File: src/shared/icc_pkg.sv
// ----------------------------------------------------------------------------
// Capture channel constants
// ----------------------------------------------------------------------------
package icc_pkg;

  // Block shape
  localparam int NUM_CH     = 8;
  localparam int DATA_W     = 16;
  localparam int FIFO_DEPTH = 4;
  localparam int PTR_W      = 3;
  localparam int ADR_W      = 8;

  // Register word indices within a channel (byte address = 4 * index)
  localparam logic [0:0] REG_CTL_IDX = 1'h0;
  localparam logic [0:0] REG_BUF_IDX = 1'h1;
  localparam int         CH_IDX_SH   = 1;

  // Control register fields
  localparam int IDLE_HALT_BIT = 13;
  localparam int TSEL_BIT      = 7;
  localparam int CPI_LSB       = 5;
  localparam int OV_BIT        = 4;
  localparam int BNE_BIT       = 3;
  localparam int MODE_LSB      = 0;

  localparam logic [15:0] CTL_RESET = 16'h0000;
  localparam logic [15:0] CTL_WMASK = 16'h20e7;

  // Mode field encodings
  typedef enum logic [2:0] {
    ICC_MODE_OFF    = 3'h0,
    ICC_MODE_EACH   = 3'h1,
    ICC_MODE_FALL   = 3'h2,
    ICC_MODE_RISE   = 3'h3,
    ICC_MODE_RISE4  = 3'h4,
    ICC_MODE_RISE16 = 3'h5
  } icc_mode_t;

  // Prescaler terminal counts
  localparam logic [3:0] PRESC_LAST4  = 4'h3;
  localparam logic [3:0] PRESC_LAST16 = 4'hf;

endpackage : icc_pkg

File: src/shared/icc_evt_if.sv
`timescale 1ns/1ps
// ----------------------------------------------------------------------------
// Control to edge detector link
// ----------------------------------------------------------------------------
interface icc_evt_if;
  logic [2:0] mode;
  logic       run;
  logic       capture;
  logic       edge_seen;

  modport ctl (output mode, output run, input capture, input edge_seen);
  modport det (input mode, input run, output capture, output edge_seen);
endinterface : icc_evt_if

File: src/design/icc_top.sv
// Implementation choices: the placing of the registers and the Wishbone interface to the registers.
`timescale 1ns/1ps
// ----------------------------------------------------------------------------
// Input capture channels with Wishbone register access
// ----------------------------------------------------------------------------

module icc_top #(
  parameter int NUM_CH = icc_pkg::NUM_CH,
  parameter int ADR_W  = icc_pkg::ADR_W
) (
  // Clock and reset
  input  wire logic              core_clk,
  input  wire logic              arst_n,
  // Wishbone slave
  input  wire logic              wb_cyc_i,
  input  wire logic              wb_stb_i,
  input  wire logic              wb_we_i,
  input  wire logic [ADR_W-1:0]  wb_adr_i,
  input  wire logic [3:0]        wb_sel_i,
  input  wire logic [31:0]       wb_dat_i,
  output logic      [31:0]       wb_dat_o,
  output logic                   wb_ack_o,
  // Shared timebase counts
  input  wire logic [15:0]       timebase_first_count,
  input  wire logic [15:0]       timebase_second_count,
  // Processor power state
  input  wire logic              cpu_idle,
  input  wire logic              cpu_sleep,
  // Capture pins
  input  wire logic [NUM_CH-1:0] capture_input_pin,
  // Requests
  output logic      [NUM_CH-1:0] irq_req,
  output logic      [1:0]        dma_req,
  output logic                   wake_req
);

  // --------------------------------------------------------------------------
  // Declarations
  // --------------------------------------------------------------------------
  localparam int WIDX_W = ADR_W - 2;
  localparam int CH_W   = WIDX_W - icc_pkg::CH_IDX_SH;

  logic              ack_ff;
  logic [31:0]       dat_ff;
  logic              wake_ff;
  logic [NUM_CH-1:0] irq_ff;
  logic [1:0]        dma_ff;

  logic              req_go;
  logic [WIDX_W-1:0] word_idx;
  logic [CH_W-1:0]   ch_sel;
  logic              is_buf;
  logic              mapped;
  logic [31:0]       nxt_dat;
  logic              nxt_wake;

  logic [15:0]       ctl_view [NUM_CH];
  logic [15:0]       buf_view [NUM_CH];
  logic [NUM_CH-1:0] ctl_we;
  logic [NUM_CH-1:0] buf_pop;
  logic [NUM_CH-1:0] edge_any;
  logic [NUM_CH-1:0] irq_evt;

  // --------------------------------------------------------------------------
  // Wishbone decode
  // --------------------------------------------------------------------------

  // Request taken once, ack follows next edge
  assign req_go   = wb_cyc_i & wb_stb_i & ~ack_ff;
  assign word_idx = wb_adr_i[ADR_W-1:2];
  assign ch_sel   = word_idx[WIDX_W-1:icc_pkg::CH_IDX_SH];
  assign is_buf   = (word_idx[0] == icc_pkg::REG_BUF_IDX);
  assign mapped   = ({1'b0, ch_sel} < (CH_W+1)'(NUM_CH));

  // Read data select, zero for unmapped
  always_comb begin
    nxt_dat = 32'h0000_0000;
    for (int i = 0; i < NUM_CH; i++) begin
      if (mapped && ({1'b0, ch_sel} == (CH_W+1)'(i))) begin
        nxt_dat = is_buf ? {16'h0000, buf_view[i]} : {16'h0000, ctl_view[i]};
      end
    end
  end

  // Acknowledge and read data registers
  always_ff @(posedge core_clk or negedge arst_n) begin
    if (!arst_n) begin
      ack_ff <= 1'b0;
      dat_ff <= 32'h0000_0000;
    end else begin
      ack_ff <= req_go;
      if (req_go && !wb_we_i) begin
        dat_ff <= nxt_dat;
      end
    end
  end

  assign wb_ack_o = ack_ff;
  assign wb_dat_o = dat_ff;

  // --------------------------------------------------------------------------
  // Per-channel logic
  // --------------------------------------------------------------------------
  for (genvar ch = 0; ch < NUM_CH; ch++) begin : g_ch

    logic        idle_halt_ff;
    logic        tsel_ff;
    logic [1:0]  cpi_ff;
    logic [2:0]  mode_ff;
    logic        ov_ff;
    logic [15:0] fifo_ff [icc_pkg::FIFO_DEPTH];
    logic [2:0]  wr_ptr_ff;
    logic [2:0]  rd_ptr_ff;
    logic [1:0]  irq_cnt_ff;
    logic [2:0]  fill;
    logic        full;
    logic        empty;
    logic        chan_off;
    logic        store;
    logic [15:0] tb_sample;
    logic [15:0] wdata;

    icc_evt_if evt ();

    // Edge detector for this pin
    icc_edge u_edge (
      .core_clk (core_clk),
      .arst_n   (arst_n),
      .pin      (capture_input_pin[ch]),
      .evt      (evt.det)
    );

    // Run unless halted by idle or sleeping
    assign evt.mode = mode_ff;
    assign evt.run  = ~cpu_sleep & ~(cpu_idle & idle_halt_ff);

    // Bus strobes for this channel
    assign ctl_we[ch]  = req_go & wb_we_i & mapped & ~is_buf
                       & ({1'b0, ch_sel} == (CH_W+1)'(ch));
    assign buf_pop[ch] = req_go & ~wb_we_i & mapped & is_buf
                       & ({1'b0, ch_sel} == (CH_W+1)'(ch));

    // FIFO status
    assign fill     = wr_ptr_ff - rd_ptr_ff;
    assign full     = (fill == 3'(icc_pkg::FIFO_DEPTH));
    assign empty    = (fill == 3'h0);
    assign chan_off = (mode_ff == icc_pkg::ICC_MODE_OFF);
    assign store    = evt.capture & ~full & ~chan_off;

    // Timebase choice
    assign tb_sample = tsel_ff ? timebase_first_count
                               : timebase_second_count;

    // Masked write data, byte lanes honoured
    assign wdata = {wb_sel_i[1] ? wb_dat_i[15:8] : ctl_view[ch][15:8],
                    wb_sel_i[0] ? wb_dat_i[7:0]  : ctl_view[ch][7:0]};

    // Writable control fields
    always_ff @(posedge core_clk or negedge arst_n) begin
      if (!arst_n) begin
        idle_halt_ff <= icc_pkg::CTL_RESET[icc_pkg::IDLE_HALT_BIT];
        tsel_ff      <= icc_pkg::CTL_RESET[icc_pkg::TSEL_BIT];
        cpi_ff       <= icc_pkg::CTL_RESET[icc_pkg::CPI_LSB +: 2];
        mode_ff      <= icc_pkg::CTL_RESET[icc_pkg::MODE_LSB +: 3];
      end else if (ctl_we[ch]) begin
        idle_halt_ff <= wdata[icc_pkg::IDLE_HALT_BIT];
        tsel_ff      <= wdata[icc_pkg::TSEL_BIT];
        cpi_ff       <= wdata[icc_pkg::CPI_LSB +: 2];
        mode_ff      <= wdata[icc_pkg::MODE_LSB +: 3];
      end
    end

    // Overflow flag, cleared only by turning off
    always_ff @(posedge core_clk or negedge arst_n) begin
      if (!arst_n) begin
        ov_ff <= 1'b0;
      end else if (chan_off) begin
        ov_ff <= 1'b0;
      end else if (evt.capture && full) begin
        ov_ff <= 1'b1;
      end
    end

    // FIFO write side
    always_ff @(posedge core_clk or negedge arst_n) begin
      if (!arst_n) begin
        wr_ptr_ff <= 3'h0;
        for (int e = 0; e < icc_pkg::FIFO_DEPTH; e++) begin
          fifo_ff[e] <= 16'h0000;
        end
      end else if (chan_off) begin
        wr_ptr_ff <= 3'h0;
      end else if (store) begin
        fifo_ff[wr_ptr_ff[1:0]] <= tb_sample;
        wr_ptr_ff               <= wr_ptr_ff + 3'h1;
      end
    end

    // FIFO read side, pop on buffer read
    always_ff @(posedge core_clk or negedge arst_n) begin
      if (!arst_n) begin
        rd_ptr_ff <= 3'h0;
      end else if (chan_off) begin
        rd_ptr_ff <= 3'h0;
      end else if (buf_pop[ch] && !empty) begin
        rd_ptr_ff <= rd_ptr_ff + 3'h1;
      end
    end

    // Captures since last interrupt
    always_ff @(posedge core_clk or negedge arst_n) begin
      if (!arst_n) begin
        irq_cnt_ff <= 2'h0;
      end else if (chan_off) begin
        irq_cnt_ff <= 2'h0;
      end else if (store) begin
        irq_cnt_ff <= (irq_cnt_ff == cpi_ff) ? 2'h0 : irq_cnt_ff + 2'h1;
      end
    end

    // Interrupt event on the programmed count
    assign irq_evt[ch]  = store & (irq_cnt_ff == cpi_ff);
    assign edge_any[ch] = evt.edge_seen;

    // Register views
    assign buf_view[ch] = empty ? 16'h0000 : fifo_ff[rd_ptr_ff[1:0]];
    always_comb begin
      ctl_view[ch]                              = 16'h0000;
      ctl_view[ch][icc_pkg::IDLE_HALT_BIT]      = idle_halt_ff;
      ctl_view[ch][icc_pkg::TSEL_BIT]           = tsel_ff;
      ctl_view[ch][icc_pkg::CPI_LSB +: 2]       = cpi_ff;
      ctl_view[ch][icc_pkg::OV_BIT]             = ov_ff;
      ctl_view[ch][icc_pkg::BNE_BIT]            = ~empty;
      ctl_view[ch][icc_pkg::MODE_LSB +: 3]      = mode_ff;
    end
  end

  // --------------------------------------------------------------------------
  // Request outputs
  // --------------------------------------------------------------------------

  // Interrupt pulses, one per threshold
  always_ff @(posedge core_clk or negedge arst_n) begin
    if (!arst_n) begin
      irq_ff <= '0;
    end else begin
      irq_ff <= irq_evt;
    end
  end

  // DMA pulses from the first two channels only
  always_ff @(posedge core_clk or negedge arst_n) begin
    if (!arst_n) begin
      dma_ff <= 2'h0;
    end else begin
      dma_ff <= irq_evt[1:0];
    end
  end

  // Wake on any enabled pin edge in low power
  assign nxt_wake = (cpu_sleep | cpu_idle) & (|edge_any);
  always_ff @(posedge core_clk or negedge arst_n) begin
    if (!arst_n) begin
      wake_ff <= 1'b0;
    end else begin
      wake_ff <= nxt_wake;
    end
  end

  assign irq_req  = irq_ff;
  assign dma_req  = dma_ff;
  assign wake_req = wake_ff;

endmodule : icc_top

File: src/design/icc_edge.sv
`timescale 1ns/1ps
// ----------------------------------------------------------------------------
// Pin synchroniser, edge detector and prescaler
// ----------------------------------------------------------------------------
module icc_edge (
  // Clock and reset
  input  wire logic core_clk,
  input  wire logic arst_n,
  // Capture pin
  input  wire logic pin,
  // Control link
  icc_evt_if.det    evt
);

  logic       sync_a_ff;
  logic       sync_b_ff;
  logic       prev_ff;
  logic [3:0] presc_ff;
  logic [3:0] nxt_presc;
  logic       rise;
  logic       fall;

  // Two-stage synchroniser plus history
  always_ff @(posedge core_clk or negedge arst_n) begin
    if (!arst_n) begin
      sync_a_ff <= 1'b0;
      sync_b_ff <= 1'b0;
      prev_ff   <= 1'b0;
    end else begin
      sync_a_ff <= pin;
      sync_b_ff <= sync_a_ff;
      prev_ff   <= sync_b_ff;
    end
  end

  assign rise = sync_b_ff & ~prev_ff;
  assign fall = ~sync_b_ff & prev_ff;

  // Wake source: any edge while enabled
  assign evt.edge_seen = (rise | fall) & (evt.mode != icc_pkg::ICC_MODE_OFF);

  // Prescaler next value and capture decision
  always_comb begin
    nxt_presc   = presc_ff;
    evt.capture = 1'b0;
    unique case (icc_pkg::icc_mode_t'(evt.mode))
      icc_pkg::ICC_MODE_OFF: begin
        nxt_presc = 4'h0;
      end
      icc_pkg::ICC_MODE_EACH: begin
        evt.capture = evt.run & (rise | fall);
      end
      icc_pkg::ICC_MODE_FALL: begin
        evt.capture = evt.run & fall;
      end
      icc_pkg::ICC_MODE_RISE: begin
        evt.capture = evt.run & rise;
      end
      icc_pkg::ICC_MODE_RISE4: begin
        if (evt.run && rise) begin
          evt.capture = (presc_ff[1:0] == icc_pkg::PRESC_LAST4[1:0]);
          nxt_presc   = {2'h0, presc_ff[1:0] + 2'h1};
        end
      end
      icc_pkg::ICC_MODE_RISE16: begin
        if (evt.run && rise) begin
          evt.capture = (presc_ff == icc_pkg::PRESC_LAST16);
          nxt_presc   = presc_ff + 4'h1;
        end
      end
      default: begin
        nxt_presc = 4'h0;
      end
    endcase
  end

  // Prescaler count of rising edges
  always_ff @(posedge core_clk or negedge arst_n) begin
    if (!arst_n) begin
      presc_ff <= 4'h0;
    end else begin
      presc_ff <= nxt_presc;
    end
  end

endmodule : icc_edge

File: config.mk
export PLATFORM = sky130hd
export DESIGN_NAME = icc_top
export DESIGN_NICKNAME = d
export VERILOG_FILES = /design/src/shared/icc_pkg.sv /design/src/shared/icc_evt_if.sv /design/src/design/icc_top.sv /design/src/design/icc_edge.sv
export SDC_FILE = /design/constraint.sdc
export NUM_CORES = 1
export LEC_CHECK = 0
export BUFFER_PORTS_ARGS = -buffer_cell sky130_fd_sc_hd__buf_4
export CORE_UTILIZATION = 55
export CTS_CLUSTER_SIZE = 14
export DETAILED_ROUTE_END_ITERATION = 10
export PLACE_DENSITY_LB_ADDON = 0.05
export SYNTH_ARGS = -nofsm -noshare
export SYNTH_HDL_FRONTEND = slang
export SYNTH_SLANG_ARGS = --single-unit
File: constraint.sdc
create_clock -name core_clk -period 3.8 [get_ports core_clk]
set_clock_uncertainty 0.15 [all_clocks]
set_input_delay 0.19 -clock core_clk [delete_from_list [all_inputs] [get_ports core_clk]]
set_output_delay 0.19 -clock core_clk [all_outputs]
set_load 0.05 [all_outputs]
After elaboration in Yosys (flattened, before gate mapping)
Index checks and enable logic that the tools add are counted.
{ "classes": {"addsub": 48, "n_lt_le_gt_ge": 25, "eq_ne": 95, "mux": 200, "bitwise": 198, "reduce_logical": 140} }
{ "ops": {"columns": ["op", "count"], "rows": [
  ["2-to-1 mux 16 bit", 48],
  ["bitwise mux 64 bit", 8],
  ["binary-select mux 16 bit (select 2 bit)", 8],
  ["demux 16 bit (select 2 bit)", 8],
  ["2-to-1 mux 32 bit", 8],
  ["bitwise AND 1 bit", 113],
  ["2-to-1 mux 3 bit", 32],
  ["one-hot mux 4 bit (3 select lines)", 8],
  ["equality test 3 bit (second input constant)", 24],
  ["2-to-1 mux 4 bit", 16],
  ["inverter 1 bit", 60],
  ["adder 3 x 1 -> 3 bit (second input constant)", 16],
  ["equality test 3 x 2 -> 1 bit (second input constant)", 16],
  ["greater-or-equal comparator 3 bit (second input constant)", 16],
  ["logical NOT 3 bit", 16],
  ["2-to-1 mux 2 bit", 24],
  ["inverter 2 -> 3 bit", 16],
  ["AND reduction 2 bit", 24],
  ["nonzero test 2 bit", 24],
  ["logical AND 1 bit", 41],
  ["one-hot mux 1 bit (5 select lines)", 8],
  ["adder 2 x 1 -> 2 bit (second input constant)", 16],
  ["adder 4 x 1 -> 4 bit (second input constant)", 8],
  ["equality test 4 bit (second input constant)", 8],
  ["other kinds (18)", 140]
]} }
{ "totals": {"ff_bits": 740, "out_inout_bits": 44} }

Logic depth before layout (Yosys ltp)
Gate-level depths: netlist (run 1).
{ "logic_depth": {"depth_word": 14, "mapped_depth": 12, "ltp_nobuf": 8} }

Modules after synthesis
Synthesis (run 1) repeated with hierarchy kept, for this count alone.
{ "unflattened": {"hier_cells": 3365, "area_unflattened_um2": 35551.6} }
{ "by_module_without_submodules": {"columns": ["mod", "instances", "cells_each", "area_per_inst_um2", "seq_area_each_um2"], "rows": [
  ["icc_top", 1, 3013, 31898.1, 16666.0],
  ["icc_edge", 8, 44, 456.7, 175.2]
]} }

Least setup slack after synthesis (run 1)
OpenSTA, ideal clock, no wires.
{ "synth_path": {"kind": "register to register", "start": "register g_ch[5].rd_ptr_ff[1]", "end": "register dat_ff[3] (netlist: wb_dat_o[3])", "setup_ns": 0.126, "arrival_time_ns": 2.469, "required_time_ns": 3.524, "slack_ns": 1.055, "path_stages_with_launch": 11, "synth_period_minus_slack_ns": 2.745, "path_cell_list": "dfrtp_1 -> clkbuf_1 -> buf_1 -> inv_1 -> ha_1 -> nor2b_1 -> xnor2_2 -> a21oi_1 -> a2111oi_2 -> o211ai_1 -> o32a_1"} }
{ "synth_via": {"elab_chain_cells": 9, "elab_cells_between_ends": 12, "classes_between": "add/sub: 1; mux: 8; bitwise: 2; reduce/logical: 1"} }
{ "synth_rtl": {"columns": ["element", "line_no", "source"], "rows": [
  ["start, declared", "icc_top.sv:113", "logic [2:0] rd_ptr_ff;"],
  ["start signal, assigned", "icc_top.sv:206", "rd_ptr_ff <= rd_ptr_ff + 3'h1;"],
  ["branches (longest 5 deep; another with subtractor 3 bit)", null, null],
  ["2-to-1 mux 16 bit *", "icc_top.sv:80", "nxt_dat = is_buf ? {16'h0000, buf_view[i]} : {16'h0000, ctl_view[i]};"],
  ["2-to-1 mux 32 bit * (3 in series)", "icc_top.sv:79", "if (mapped && ({1'b0, ch_sel} == (CH_W+1)'(i))) begin"],
  ["end signal, assigned", "icc_top.sv:93", "dat_ff <= nxt_dat;"],
  ["end, declared", "icc_top.sv:44", "logic [31:0] dat_ff;"]
]} }
Mark *: on every way between the ends. The select of a mux whose other input is x is not followed.
A chain may end at the register's enable or synchronous reset.

Worst setup path after layout (run 1)
{ "layout_path": {"start": "register g_ch[0].wr_ptr_ff[0]", "end": "register dat_ff[11] (netlist: wb_dat_o[11])"} }
{ "layout_via": {"elab_chain_cells": 12} }
{ "layout_rtl": {"columns": ["element", "line_no", "source"], "rows": [
  ["start, declared", "icc_top.sv:112", "logic [2:0] wr_ptr_ff;"],
  ["start signal, assigned", "icc_top.sv:195", "wr_ptr_ff <= wr_ptr_ff + 3'h1;"],
  ["subtractor 3 bit", "icc_top.sv:144", "assign fill = wr_ptr_ff - rd_ptr_ff;"],
  ["logical NOT 3 bit", "icc_top.sv:146", "assign empty = (fill == 3'h0);"],
  ["2-to-1 mux 16 bit", "icc_top.sv:226", "assign buf_view[ch] = empty ? 16'h0000 : fifo_ff[rd_ptr_ff[1:0]];"],
  ["2-to-1 mux 16 bit", "icc_top.sv:80", null],
  ["2-to-1 mux 32 bit (8 in series)", "icc_top.sv:79", null]
]} }
No other way between the ends.

==> results.cfg, run 1 <==
[die]
die_x_um = 255
die_y_um = 255
core_area_sq_mm = 0.0631
dieArea_sq_mm = 0.0650
core.rowCount = 92
io-pin-count = 135
start_util_pct = 55.8

[route]
drt_iter0_drc = 2193
drtPass1Iterations = 6
postRouteAntennaNets = 0
vias_per_cell = 6.00
drc = 0
drt-total-wl_um = 98900
wl_per_cell_um = 23.1
via_count = 25700

[sta]
report.final.hold_viol_count = 0
tightest_slew_ps = 1140
setup_slack_ps = 890
setup_viol = 0
clock.fmax_ghz = 0.344
hold_slack_ps = 29.6
maxSlewViolCount = 0
tns_ps = 0
period_minus_slack_ps = 2910
timing.final.crit_share_pct = 76.6
relSlewSlack_pct = 24.1
grt_setup_unrepaired = no

[global_route]
grt_max_degree = 95
grtUsageMet2_pct = 50.9
grt_pass1_wl_um = 153000
grt_overflow = 0
grtUsageMet1_pct = 42.1
grt_use_met3_pct = 5.04
grt_pass1_vias = 25800
antenna_found_initial = 1
grt.total_usage_pct = 31.4
grt.busiest_layer = met2

[placement]
dp_cells = 4071
dp_slack_ps = 898
place_area_sq_mm = 0.0366
gp_congestion = 0.861
dp_hpwl_um = 67300
io_buffers = 89

[power]
vdd_drop_max_v = 0.000362
power.density_mw_per_mm2 = 459
seqPwrFrac_pct = 46.6
p_leak_nw = 17.6
p_comb_share_pct = 10.4
clock_power_share_pct = 43.0
p_switching_w = 0.00471
power_switching_share_pct = 25.7
internal_power_w = 0.0136

[layout]
syn2layout_area_growth_pct = 13.6
nNetsFinal = 3543
fillers = 5069
finalInstanceArea_sq_mm = 0.0400
layout.cells.non_filler = 4281
layout_common_cells = dfrtp_1 (722), nand2_1 (491), o21ai_0 (459)
antenna_cells = 0
layout-drive-gt1-share_pct = 16.4
layout_commonest_cell = dfrtp_1

[min_path]
hold_class = in -> reg
hp-start = timebase_first_count[4]

[worst_setup_path]
cp_common_cell = buf_4
start_kind = flip-flop
critical_path_class = reg -> reg
endpoint_kind = flip-flop
path_max_fanout = 10
cp_cell_sequence = inv_1 > ha_1 > nor2b_1 > xnor2_1 > a31oi_2 > buf_4 > buf_4 > a22oi_1 > and3_1 > o31ai_1
path_delay_family = compound AO/OA/AOI/OAI gates
cp_slowest_cell = a31oi_2
crit_buf_inv = 3
slowest_delay_ps = 600
timing.critical_path.from = g_ch[0].wr_ptr_ff[0]
reg2reg_from = g_ch[0].wr_ptr_ff[0]
crit_required_ps = 4180
cp_data_arrival_time_ps = 3290

[clock_tree]
cts_root_buf = clkbuf_16
cts_tree = yes
cts.sinks = 722
insertion_delay_ps = 630
clk_pin_slew_ps = 60
numCtsBuffers = 79
ctsResizeCount = 0
cts_max_path_buffers = 3
htree_num_levels = 3

[yosys]
synth-seq-cells = 722
netlist_area_sq_mm = 0.0352
syn_area_per_cell_sq_um = 10.7
ys_types = 76
yosysSeqAreaShare_pct = 51.4
synth_ff_type = dfrtp_1
syn_inst = 3277
async_flop_share_pct = 100
synth-edff-count = 0
ys_warn_count = 0

[job]
maxCapViolations = 0

[status]
status = finished, final reports clean
==> per-layer routing <==
layer / vias up / wire length (um)
met2: 840 / 47200
met1: 12900 / 41500
li1: 11700 / -
met4: 2 / 4500
met3: 215 / 5640
met5: - / 12
==> final timing paths <==
path,end,slack (ps),cells past startpoint
worst min-delay path,g_ch[2].fifo_ff[4],30,3
worst max register to register,wb_dat_o[11],890,10
worst max-delay path,wb_dat_o[11],890,10
worst min register to register,g_ch[0].u_edge.sync_b_ff,200,0
min in group asynchronous,irq_req[7],60,2
max in group asynchronous,g_ch[6].fifo_ff[56],2410,3
==> what timing repair did <==
item                                    4_1_cts  5_1_grt
hold buffers                                 66        0
hold endpoints to repair                    548        0
buffers inserted                              0        0
endpoints found under the setup margin        0        0
==> final cells by class <==
class	count	area (sq um)	area share [%]
inverter	70	263	0.658
multi-input combinational	2244	15700	39.3
sequential	722	18100	45.2
clock inverter	30	357	0.892
clock buffer	114	2320	5.81
timing repair buffer	255	2200	5.51
tap	846	1060	2.65
==> flip-flops by register name (all words and copies together), names as in the netlist <==
| name | cells |
|---|---|
| g_ch.fifo_ff | 512 |
| g_ch.u_edge.presc_ff | 32 |
| g_ch.evt.mode | 24 |
| g_ch.rd_ptr_ff | 24 |
| g_ch.wr_ptr_ff | 24 |
| g_ch.cpi_ff | 16 |
| g_ch.irq_cnt_ff | 16 |
| wb_dat_o | 16 |
| g_ch.idle_halt_ff | 8 |
| g_ch.ov_ff | 8 |
| g_ch.tsel_ff | 8 |
| g_ch.u_edge.prev_ff | 8 |
| g_ch.u_edge.sync_a_ff | 8 |
| g_ch.u_edge.sync_b_ff | 8 |
| irq_req | 7 |
| dma_req | 1 |
| wake_req | 1 |
| wb_ack_o | 1 |
==> kinds of logic (layout without fill, tap and decap cells) <==
kind of cell	Yosys count	in the layout	share of synthesized area (%)
and+or+nand+nor	915	915	11.4
AOI/OAI and AO/OA	827	827	13.3
DFF	722	722	51.4
muxes	343	343	15.0
buffers and inverters	326	469	4.34
adders and majority gates	80	80	2.85
xor gates and xnor gates	63	63	1.65
other	1	16	0.0107
==> cells in the mapped netlist (all sizes together), types with 24 or more instances <==
cell	n	area share (%)
nand2	493	5.3
mux2	60	1.9
inv	70	0.75
ha	80	2.8
mux2i	141	4.0
buf	178	2.7
nor2	238	2.6
o21ai	476	6.8
mux4	142	9.1
a31oi	24	0.43
o22ai	24	0.44
clkbuf	78	0.85
dfrtp	722	51
xor2	51	1.3
nand3	55	0.80
a22o	34	0.85
a22oi	25	0.55
a21oi	172	2.5
==> per-stage QoR <==
stage / utilization, % / total power [W]
finish: 63.3 / 0.0183
global route: 63.3 / 0.0190
CTS: 63.3 / 0.0185
detailed placement: 58.1 / 0.0105
global placement: 58.1 / 0.0104
floorplan: - / 0.00974
==> power groups by stage <==
stage	Combinational, W	Clock (W)	Sequential (W)
floorplan	0.00106	0	0.00868
global placement	0.00179	0	0.00863
detailed placement	0.00186	0	0.00867
CTS	0.00192	0.00801	0.00854
global route	0.00210	0.00834	0.00860
finish	0.00192	0.00788	0.00854
==> worst reg2reg max path: cells and delay by family, from the launching register on <==
kind / cells / cell delay, ps
xor+xnor: 1 / 140
buf+inv: 3 / 570
flops: 1 / 420
compound gates: 3 / 950
fa+ha+maj: 1 / 200
simple gates: 2 / 400
(Power assumes the default switching activity.)
==> inputs of run 2 (changes only) <==
==> constraint.sdc (replaced) <==
create_clock -name core_clk -period 2.6 [get_ports core_clk]
set_clock_uncertainty 0.15 [all_clocks]
set_input_delay 0.13 -clock core_clk [delete_from_list [all_inputs] [get_ports core_clk]]
set_output_delay 0.13 -clock core_clk [all_outputs]
set_load 0.05 [all_outputs]
==> run 2 against run 1 <==
Against the previous run:
- sequential share of layout area fell by 1.1 points
- die area is the same
- flip-flop and latch count stayed put
- hold slack improved by 14 ps
- power is 47% higher
- combinational power up 51%
- register-to-register slack lost 760 ps
- via count is 1.8% higher
- clock-buffer cell count grew 6
- setup slack worse by 770 ps
- cell area increased by 2.5%
- non-clock buffer count is 57 higher
- critical endpoint is now wb_dat_o[1]
- largest cell class unchanged
==> results.cfg, run 2 (synthesis gave the netlist of run 1 again) <==
[placement]
dp_cells = 4110
dp_hpwl_um = 68400
dp_slack_ps = -63.9
gp_congestion = 0.858
io_buffers = 89

[layout]
seqCellArea_sq_mm = 0.0181
antenna_cells = 0
top_register = g_ch.fifo_ff
multi_input_area_sq_mm = 0.0157
layout.cells.non_filler = 4335
nNetsFinal = 3599
top_regs = g_ch.fifo_ff: 512 flops, g_ch.u_edge.presc_ff: 32 flops
syn2layout_area_growth_pct = 16.5
largest_register_ffs = 512
layout_commonest_cell = dfrtp_1
layout-drive-gt1-share_pct = 17.4
fillers = 4927
layout_common_cells = dfrtp_1 (722), nand2_1 (491), o21ai_0 (459)
utilization_pct = 64.9

[min_path]
hold_class = in -> reg
hp-start = capture_input_pin[6]

[worst_setup_path]
critical_path_class = in -> reg
cp_cell_sequence = dlygate4sd3_1 > buf_4 > buf_4 > mux4_2 > a22oi_1 > nand2_1 > a31oi_1 > a31oi_1
cp_slowest_cell = dlygate4sd3_1
path_delay_family = buffers and inverters
cp_data_arrival_time_ps = 2810
timing.critical_path.from = wb_adr_i[5]
path_max_fanout = 14
start_kind = input pin
endpoint_kind = flip-flop
crit_buf_inv = 3
crit_required_ps = 2930
slowest_delay_ps = 540
reg2reg_from = g_ch[0].wr_ptr_ff[0]

[route]
vias_per_cell = 6.04
via_count = 26200
wl_per_cell_um = 23.3
drt-total-wl_um = 101000
postRouteAntennaNets = 0
drt_iter0_drc = 2349
drc = 0
drtPass1Iterations = 5

[global_route]
antenna_found_initial = 1
grt_max_degree = 96
grt.total_usage_pct = 32.2
grt_overflow = 0
grt_pass1_vias = 26600
grt_pass1_wl_um = 158000

[die]
io-pin-count = 135
die_y_um = 255
die_x_um = 255
core.rowCount = 92
core_area_sq_mm = 0.0631
dieArea_sq_mm = 0.0650
start_util_pct = 55.8

[clock_tree]
htree_num_levels = 3
numCtsBuffers = 78
cts_root_buf = clkbuf_16
cts.sinks = 722
cts_tree = yes
cts_max_path_buffers = 3
insertion_delay_ps = 640
clk_pin_slew_ps = 60

[sta]
tightest_slew_ps = 679
relSlewSlack_pct = 54.4
report.final.hold_viol_count = 0
period_minus_slack_ps = 2480
timing.final.crit_share_pct = 95.3
hold_slack_ps = 43.4
maxSlewViolCount = 0
setup_slack_ps = 121
grt_setup_unrepaired = no
setup_viol = 0
clock.fmax_ghz = 0.403

[status]
status = finished, final reports clean

[power]
vdd_drop_max_v = 0.000480
p_leak_nw = 18.0
power.density_mw_per_mm2 = 658

[job]
maxCapViolations = 0
## run 2: cell count changes in the layout (fill, tap and decap cells not counted), sizes merged
cell,before,now
clkinv,19,12
dlygate4sd3,66,82
inv,75,73
buf,189,230
clkbuf,114,120
## run 2: final cells by class
cell class	instances	share of cell area, %
Clock inverter	21	0.788
Sequential cell	722	44.1
Multi-Input combinational cell	2244	38.4
Clock buffer	120	5.78
Timing Repair Buffer	312	7.71
Inverter	70	0.641
Tap cell	846	2.58
## run 2: timing repair
action,CTS,global route
pin swaps,0,2
resized for setup,1,9
endpoints found under the hold margin,1261,0
setup endpoints to repair,5,19
setup buffers,0,1
hold buffers,83,0
## run 2: path summary, 6_finish.rpt
check	end	slack [ps]	cells past startpoint
worst max-delay path	wb_dat_o[1]	120	8
worst min-delay path	g_ch[6].u_edge.sync_a_ff	40	2
worst max register to register	wb_dat_o[4]	130	11
worst min register to register	g_ch[6].u_edge.sync_b_ff	200	0
max in group asynchronous	g_ch[0].fifo_ff[24]	1660	3
min in group asynchronous	g_ch[5].u_edge.presc_ff[2]	110	3
## run 2: per-stage QoR
step / area (sq um) / setup TNS, ps / total power, W
after floorplan: 35200 / -32.4 / 0.0142
after global placement: 37400 / 0 / 0.0153
after detailed placement: 37400 / -157 / 0.0154
after CTS: 40900 / 0 / 0.0271
after global routing: 41000 / 0 / 0.0280
final: 41000 / 0 / 0.0269
## run 2: per-layer routing
layer	up-vias	track usage [%]	routed length (um)
li1	11800	-	-
met1	13100	41.9	40400
met2	940	52.6	49200
met3	240	6.17	6650
met4	2	14.4	4720
met5	-	0	11
## run 2: power breakdown
part	leakage [nW]	total, W	switching, W	internal [W]
combinational	6.89	0.00289	0.00173	0.00116
clock	1.33	0.0116	0.00468	0.00691
sequential	9.81	0.0125	0.000481	0.0120
